<file path="src/inc/aeb_cfg.svh">
`ifndef AEB_CFG_SVH
`define AEB_CFG_SVH
// Register offsets (byte addresses)
`define AEB_OFF_START    12'h000
`define AEB_OFF_ABORT    12'h004
`define AEB_OFF_DONEFLG  12'h100
`define AEB_OFF_ABRTFLG  12'h104
`define AEB_OFF_IENSET   12'h304
`define AEB_OFF_IENCLR   12'h308
`define AEB_OFF_PTR      12'h504
// Bit positions in enable registers and flag/task registers
`define AEB_BIT_DONE     0
`define AEB_BIT_ABORT    1
`define AEB_BIT_TASK     0
// Reset values
`define AEB_RST_PTR      32'h0000_0000
`define AEB_RST_IEN      2'h0
// Data structure byte offsets
`define AEB_STRUCT_KEY   32'h0000_0000
`define AEB_STRUCT_TEXT  32'h0000_0010
`define AEB_STRUCT_OUT   32'h0000_0020
// Timing
`define AEB_CLK_NS       50
`define AEB_TECB_NS      6000
`define AEB_TECB_CYC     (`AEB_TECB_NS / `AEB_CLK_NS)
`define AEB_CORE_LIMIT   (4 * `AEB_TECB_CYC)
`endif

</file>
<file path="src/inc/aeb_pkg.sv">
/*
 Types for the block encrypt front end.
 Assumes aeb_cfg.svh is on the include path.
*/
`include "aeb_cfg.svh"
package aeb_pkg;
    typedef enum logic [2:0] {
        AEB_IDLE, AEB_FETCH, AEB_KICK, AEB_WAIT, AEB_STORE
    } aeb_state_t;

    typedef struct packed {
        aeb_state_t   st;
        logic [2:0]   widx;
        logic [127:0] key;
        logic [127:0] txt;
        logic [9:0]   tmr;
        logic         done_flg;
        logic         abrt_flg;
        logic [1:0]   ien;
        logic [31:0]  ptr;
        logic [31:0]  prdata;
        logic         irq;
    } aeb_regs_t;
endpackage

</file>
<file path="src/aeb_ctrl.sv">
/*
 Control front end of a pointer-driven 128-bit block encryptor: APB register
 file, DMA word master towards data RAM, handshake to a shared cipher core.
 Assumes a single clock, RAM answering dma_ack at any later cycle, and a core
 that reports other users on core_busy.
*/
// The APB slave port was chosen for this implementation.
`timescale 1ns/1ns
module aeb_ctrl
    import aeb_pkg::*;
(
    // Clock and reset
    input  wire logic         pclk,
    input  wire logic         presetn,
    // APB slave
    input  wire logic         psel,
    input  wire logic         penable,
    input  wire logic         pwrite,
    input  wire logic [11:0]  paddr,
    input  wire logic [31:0]  pwdata,
    output logic [31:0]       prdata,
    output logic              pready,
    output logic              pslverr,
    // DMA word master
    output logic              dma_req,
    output logic              dma_we,
    output logic [31:0]       dma_addr,
    output logic [31:0]       dma_wdata,
    input  wire logic         dma_ack,
    input  wire logic [31:0]  dma_rdata,
    // Shared cipher core
    output logic              core_start,
    output logic [127:0]      core_key,
    output logic [127:0]      core_text,
    input  wire logic         core_busy,
    input  wire logic         core_done,
    input  wire logic [127:0] core_result,
    // Interrupt
    output logic              irq
);
    localparam logic [9:0] CORE_LIMIT = 10'(`AEB_CORE_LIMIT);

    aeb_regs_t r_r;
    aeb_regs_t r_nxt;

    logic wr_en;
    logic setup;
    logic mapped;
    logic start_tk;
    logic abort_tk;
    logic last_fetch;
    logic last_store;

    assign wr_en  = psel && penable && pwrite;
    assign setup  = psel && !penable;
    assign mapped = paddr == `AEB_OFF_START || paddr == `AEB_OFF_ABORT
                 || paddr == `AEB_OFF_DONEFLG || paddr == `AEB_OFF_ABRTFLG
                 || paddr == `AEB_OFF_IENSET || paddr == `AEB_OFF_IENCLR
                 || paddr == `AEB_OFF_PTR;
    assign start_tk = wr_en && paddr == `AEB_OFF_START && pwdata[`AEB_BIT_TASK];
    assign abort_tk = wr_en && paddr == `AEB_OFF_ABORT && pwdata[`AEB_BIT_TASK];
    assign last_fetch = r_r.st == AEB_FETCH && dma_ack && r_r.widx == 3'h7;
    assign last_store = r_r.st == AEB_STORE && dma_ack && r_r.widx == 3'h3;

    // Zero-wait slave; read data is captured in the setup phase
    assign pready  = 1'b1;
    assign pslverr = psel && penable && !mapped;
    assign prdata  = r_r.prdata;
    assign irq     = r_r.irq;

    assign dma_req   = r_r.st == AEB_FETCH || r_r.st == AEB_STORE;
    assign dma_we    = r_r.st == AEB_STORE;
    assign dma_wdata = r_r.txt[32*r_r.widx[1:0] +: 32];
    assign core_start = r_r.st == AEB_KICK;
    assign core_key   = r_r.key;
    assign core_text  = r_r.txt;

    always_comb begin
        logic [31:0] base;
        base = r_r.st == AEB_STORE ? `AEB_STRUCT_OUT : `AEB_STRUCT_KEY;
        // Key words 0..3 then cleartext words 4..7 lie back to back
        dma_addr = r_r.ptr + base + {27'h0, r_r.widx, 2'b00};
    end

    always_comb begin
        logic ev_done;
        logic ev_abort;
        ev_done  = 1'b0;
        ev_abort = 1'b0;
        r_nxt = r_r;

        // Sequencer
        unique case (r_r.st)
            AEB_IDLE: begin
                if (start_tk) begin
                    if (core_busy) begin
                        ev_abort = 1'b1;
                    end else begin
                        r_nxt.st   = AEB_FETCH;
                        r_nxt.widx = 3'h0;
                    end
                end
            end
            AEB_FETCH: begin
                if (dma_ack) begin
                    if (r_r.widx[2]) begin
                        r_nxt.txt[32*r_r.widx[1:0] +: 32] = dma_rdata;
                    end else begin
                        r_nxt.key[32*r_r.widx[1:0] +: 32] = dma_rdata;
                    end
                    r_nxt.widx = r_r.widx + 3'h1;
                    if (last_fetch) begin
                        r_nxt.st = AEB_KICK;
                    end
                end
            end
            AEB_KICK: begin
                r_nxt.tmr = 10'h0;
                r_nxt.st  = AEB_WAIT;
            end
            AEB_WAIT: begin
                r_nxt.tmr = r_r.tmr + 10'h1;
                if (core_done) begin
                    r_nxt.txt  = core_result;
                    r_nxt.widx = 3'h0;
                    r_nxt.st   = AEB_STORE;
                end else if (r_r.tmr == CORE_LIMIT) begin
                    // Core never answered; treat as an error abort
                    ev_abort = 1'b1;
                    r_nxt.st = AEB_IDLE;
                end
            end
            AEB_STORE: begin
                if (dma_ack) begin
                    r_nxt.widx = r_r.widx + 3'h1;
                    if (last_store) begin
                        ev_done  = 1'b1;
                        r_nxt.st = AEB_IDLE;
                    end
                end
            end
        endcase

        // Start while already running is refused; current block goes on
        if (start_tk && r_r.st != AEB_IDLE) begin
            ev_abort = 1'b1;
        end
        // Abort overrides everything else in flight
        if (abort_tk && r_r.st != AEB_IDLE) begin
            ev_abort = 1'b1;
            ev_done  = 1'b0;
            r_nxt.st = AEB_IDLE;
        end

        // Register writes
        if (wr_en) begin
            unique case (paddr)
                `AEB_OFF_DONEFLG: r_nxt.done_flg = pwdata[0];
                `AEB_OFF_ABRTFLG: r_nxt.abrt_flg = pwdata[0];
                `AEB_OFF_IENSET:  r_nxt.ien = r_r.ien | pwdata[1:0];
                `AEB_OFF_IENCLR:  r_nxt.ien = r_r.ien & ~pwdata[1:0];
                `AEB_OFF_PTR:     r_nxt.ptr = pwdata;
                default: ;
            endcase
        end
        // Hardware set wins over a software clear in the same cycle
        if (ev_done) begin
            r_nxt.done_flg = 1'b1;
        end
        if (ev_abort) begin
            r_nxt.abrt_flg = 1'b1;
        end

        // Read data captured during setup
        if (setup) begin
            unique case (paddr)
                `AEB_OFF_DONEFLG: r_nxt.prdata = {31'h0, r_r.done_flg};
                `AEB_OFF_ABRTFLG: r_nxt.prdata = {31'h0, r_r.abrt_flg};
                `AEB_OFF_IENSET,
                `AEB_OFF_IENCLR:  r_nxt.prdata = {30'h0, r_r.ien};
                `AEB_OFF_PTR:     r_nxt.prdata = r_r.ptr;
                default:          r_nxt.prdata = 32'h0;
            endcase
        end

        r_nxt.irq = (r_nxt.done_flg && r_nxt.ien[`AEB_BIT_DONE])
                 || (r_nxt.abrt_flg && r_nxt.ien[`AEB_BIT_ABORT]);
    end

    always_ff @(posedge pclk or negedge presetn) begin
        if (!presetn) begin
            r_r <= '{st: AEB_IDLE, widx: 3'h0, key: 128'h0, txt: 128'h0,
                     tmr: 10'h0, done_flg: 1'b0, abrt_flg: 1'b0,
                     ien: `AEB_RST_IEN, ptr: `AEB_RST_PTR,
                     prdata: 32'h0, irq: 1'b0};
        end else begin
            r_r <= r_nxt;
        end
    end
endmodule

</file>
<file path="config.mk">
export PLATFORM = sky130hd
export DESIGN_NAME = aeb_ctrl
export DESIGN_NICKNAME = d
export VERILOG_FILES = /design/src/inc/aeb_pkg.sv /design/src/aeb_ctrl.sv
export VERILOG_INCLUDE_DIRS = /design/src /design/src/inc
export SDC_FILE = /design/constraint.sdc
export NUM_CORES = 1
export LEC_CHECK = 0
export BUFFER_PORTS_ARGS = -buffer_cell sky130_fd_sc_hd__buf_4
export CAP_MARGIN = 20
export CELL_PAD_IN_SITES_DETAIL_PLACEMENT = 0
export CELL_PAD_IN_SITES_GLOBAL_PLACEMENT = 2
export CORE_ASPECT_RATIO = 1.25
export CORE_MARGIN = 4
export CORE_UTILIZATION = 33
export DETAILED_ROUTE_END_ITERATION = 10
export PLACE_DENSITY = 0.86
export SLEW_MARGIN = 30
export SYNTH_ARGS = -nofsm -noshare
export SYNTH_HDL_FRONTEND = slang
export SYNTH_SLANG_ARGS = --single-unit
</file>
<file path="constraint.sdc">
create_clock -name pclk -period 7.8 [get_ports pclk]
set_input_delay 2.34 -clock pclk [delete_from_list [all_inputs] [get_ports pclk]]
set_output_delay 2.34 -clock pclk [all_outputs]
set_load 0.03 [all_outputs]
</file>
==> metrics.md <==
| Metric | Value |
|---|---|
| Final instance count without filler cells | 2856 |
| Count of distinct cell types in the synthesized netlist | 66 |
| Critical-path cell list | buf_4 > nor4_4 > nand2_2 > o311a_1 > buf_4 |
| Per-instance average area after synthesis | 9.644 µm² |
| Sort of element at the end of the critical path | output pin |
| Fin nets | 2314 |
| Worst-case clock buffer depth | 3 |
| Overall die area | 59260 µm² |
| Result of the run | complete, no violations |
| Vias per inst | 5.050 |
| TritonCTS Buffers | 41 |
| Maximum number of pins on one net before global-route repair | 141 |
| Number of warning messages in the yosys log | 0 |
| Post-CTS Hold Buffers | 0 |
| Total chip power | 9411 µW |
| Via total after detailed routing | 14420 |
| Root buffer cell | clkbuf_16 |
| Share of synthesized area spent on multiplexers | 7.028% |
| Clock-pin slew reported for the worst setup and hold paths after clock tree synthesis | 60 ps |
| Initial antenna violation count | 3 |
| Detailed placer's ending HPWL | 48.47 mm |
| TritonCTS Sinks | 341 |
| Count of pins over their slew limit | 0 |
| Signal arrival time at the worst endpoint | 3680 ps |
| Worst hold path class | reg2reg |
| Count of boundary I/O pins | 570 |
| Setup fix buffers added after clock tree synthesis | 0 |
| Critical Path Max Stage Delay | 480 ps |
| Placed Instances | 2779 |
| Setup violations, final | 0 |
| Filler Cells Inserted | 5461 |
| Grt ovf | 0 |
| Final critical path time including I/O delays and setup | 6017 ps |
| Wire length of the first global-routing pass | 99.94 mm |
| Final clock skew | 11.95 ps |
| Die X | 218.5 µm |
| Simple-gate share of the synthesized area | 12.54% |
| Number of remaining DRC errors | 0 |
| Share of synthesized registers carrying an async set or reset | 100.0% |
| Core area | 54890 µm² |
| Clock latency at the later pin of the worst-skew pair | 560 ps |
| TritonCTS clock tree | built |
| Fraction of the mapped netlist area in adder cells | 0.9306% |
| DRT iter0 DRCs | 985 |
| Data required time at the worst endpoint | 5460 ps |
| Worst setup slack after placement | 1789 ps |
| Most common cell type on the critical path | buf_4 |
| RSZ-0062 raised after global routing | no |
| Type of element launching the critical path | input pin |
| Total length of routed wires | 68.47 mm |
| Static power due to leakage | 0.01035 µW |
| Fmax achieved | 166.2 MHz |
| Number of nets with antenna violations after detailed routing | 0 |
| Final RePlAce weighted congestion | 0.9057 |
| Flip-flop and latch count after synthesis | 341 |
| Maximum ir drop on the vdd rail | 0.2067 mV |
| Post-Route Setup TNS | 0 ps |
| Final hold viol count | 0 |
| Transition at the pin with the smallest max-transition slack | 977.7 ps |
| Cell area after synthesis | 18290 µm² |
| Portion of the post-synthesis area used by sequential elements | 46.67% |
| Synth-to-layout area growth | 22.17% |
| EDFF count, synth | 0 |
| Share of the clock period used by the worst path | 77.14% |
| H-Tree Level Count | 2 |
| Commonest non-fill, non-tap cells in the layout | buf_4 (584), nand2_1 (410), dfrtp_1 (339) |
| Pwr/cell area | 421.3 nW/µm² |
| Routed len/inst | 23.97 µm |
| Share of the synthesized area in compound gates (AO/OA/AOI/OAI) | 15.75% |
| Count of port buffers added during placement | 568 |
| Fraction of layout instances using a drive strength above 1 | 35.66% |
| Main flop type after synthesis | dfrtp_1 |
| Max cap viols | 0 |
| Die Span Y | 271.2 µm |
| Synthesized netlist cell count | 1896 |
| Slew Limit Headroom | 34.82% |
| Slowest cell on the critical path | nor4_4 |
| Share of the synthesized netlist area taken by xor and xnor gates | 1.389% |
| Post-Synthesis Net Count | 2121 |
| Initial core utilization | 33.31% |
| Total iterations of the first detailed-routing run | 5 |
| Most common cell after layout, fill and taps aside | buf_4 |
| Gr usage total | 22.21% |
| Worst Setup Slack, final | 1783 ps |
| Worst setup path class | in2out |
| Largest family of logic cells by synthesized area | compound AO/OA/AOI/OAI gates |
| Placement row count | 96 |
| Crit Path Max Fanout | 9 |
| Number of global-route vias before repair | 14700 |
| Resized Gates After CTS | 0 |
## per-layer routing
metal / track usage (%) / part of all wire (%) / wire, µm
met1: 26.92 / 39 / 26660
met2: 38.05 / 50 / 34140
met3: 6.717 / 8.4 / 5777
met4: 6.688 / 2.7 / 1855
met5: 0 / 0.050 / 34
## state kept, by name (all words and copies together), names as in the netlist
name       cells
core_key     128
core_text    128
irq            1
prdata        32
r_r           52
## per-stage QoR
| stage | utilization, % | hold WS (ps) | cell area, µm² |
|---|---|---|---|
| 5_1_grt | 40.70 | 507.1 | 22340 |
| 3_3_place_gp | 38.12 | 465.4 | 20930 |
| 6_report | 40.70 | 477.9 | 22340 |
| 4_1_cts | 40.60 | 486.1 | 22290 |
| 3_5_place_dp | 38.12 | 472.5 | 20930 |
| 2_1_floorplan | - | 449.8 | 18290 |
## synthesized netlist by cell type (2+ instances only)
library cell / number / area share, %
buf_1: 3 / 0.062
mux4_2: 32 / 3.9
inv_1: 10 / 0.21
nor4b_4: 2 / 0.26
a22o_1: 36 / 1.7
nor3_1: 4 / 0.11
a21oi_1: 10 / 0.27
o21ai_2: 4 / 0.19
clkbuf_1: 94 / 1.9
o21ai_1: 196 / 5.4
nor4b_2: 2 / 0.16
nand2b_1: 7 / 0.24
mux2i_1: 8 / 0.44
nand3_1: 14 / 0.38
o41ai_2: 2 / 0.18
a32oi_1: 2 / 0.096
nand2_2: 2 / 0.068
nand4_1: 11 / 0.38
nor2b_1: 2 / 0.068
mux2_4: 30 / 2.5
dfrtp_1: 341 / 47
a221oi_1: 2 / 0.096
nor4_1: 4 / 0.14
and4_1: 6 / 0.29
a211oi_1: 2 / 0.082
nor2_1: 26 / 0.53
buf_6: 3 / 0.18
a21boi_0: 2 / 0.082
nand3b_1: 3 / 0.12
buf_2: 47 / 1.3
a22oi_1: 127 / 5.2
xor2_1: 6 / 0.29
o31ai_1: 2 / 0.082
buf_4: 292 / 12
nand2_1: 414 / 8.5
xnor2_1: 23 / 1.1
and3_1: 10 / 0.34
nor3b_2: 3 / 0.21
nor4b_1: 2 / 0.096
ha_1: 12 / 0.82
mux2_1: 2 / 0.12
o21ai_0: 72 / 2.0
## power by group
part | total, µW | leakage [µW] | internal, µW | switching, µW
logic | 4550 | 0.00502 | 1590 | 2960
registers | 2920 | 0.00466 | 2370 | 544
clock network | 1950 | 0.000674 | 1150 | 794
## critical path, delay by kind of cell
kind	cells	cell delay (ps)
compound gates	1	370
buf+inv	2	300
simple gates	2	660
## cell type report
cell class                 count  area (µm²)  area share (%)
clock inverter                15       146.4          0.6553
timing repair buffer         589        4487           20.09
multi-input combinational   1105        6988           31.28
clock buffer                  59        1216           5.444
antenna                        1       2.502         0.01120
tap                          735       919.6           4.117
sequential                   341        8538           38.22
inverter                      11       41.29          0.1848
## cell families after synthesis
family                   Yosys count
AND/OR/NAND/NOR                  523
adder cells (fa/ha/maj)           13
other                              1
buffers and inverters            450
XOR/XNOR                          29
multiplexers                      73
AO/OA/AOI/OAI                    466
flip-flops                       341
## final timing paths
path / endpoint / cells past startpoint / slack, ps / start
min in group asynchronous: r_r[54]$_DFFE_PN0P_ / 1 / 1770 / presetn
max: pslverr / 5 / 1780 / paddr[1]
min reg2reg: core_key[97]$_DFFE_PN0P_ / 2 / 480 / core_key[97]$_DFFE_PN0P_
min: core_key[97]$_DFFE_PN0P_ / 2 / 480 / core_key[97]$_DFFE_PN0P_
max in group asynchronous: prdata[10]$_DFFE_PN0P_ / 2 / 4760 / presetn
max reg2reg: core_text[50]$_DFFE_PN0P_ / 9 / 3800 / r_r[335]$_DFFE_PN0P_
No activity file was read; power rests on OpenSTA's default activity.
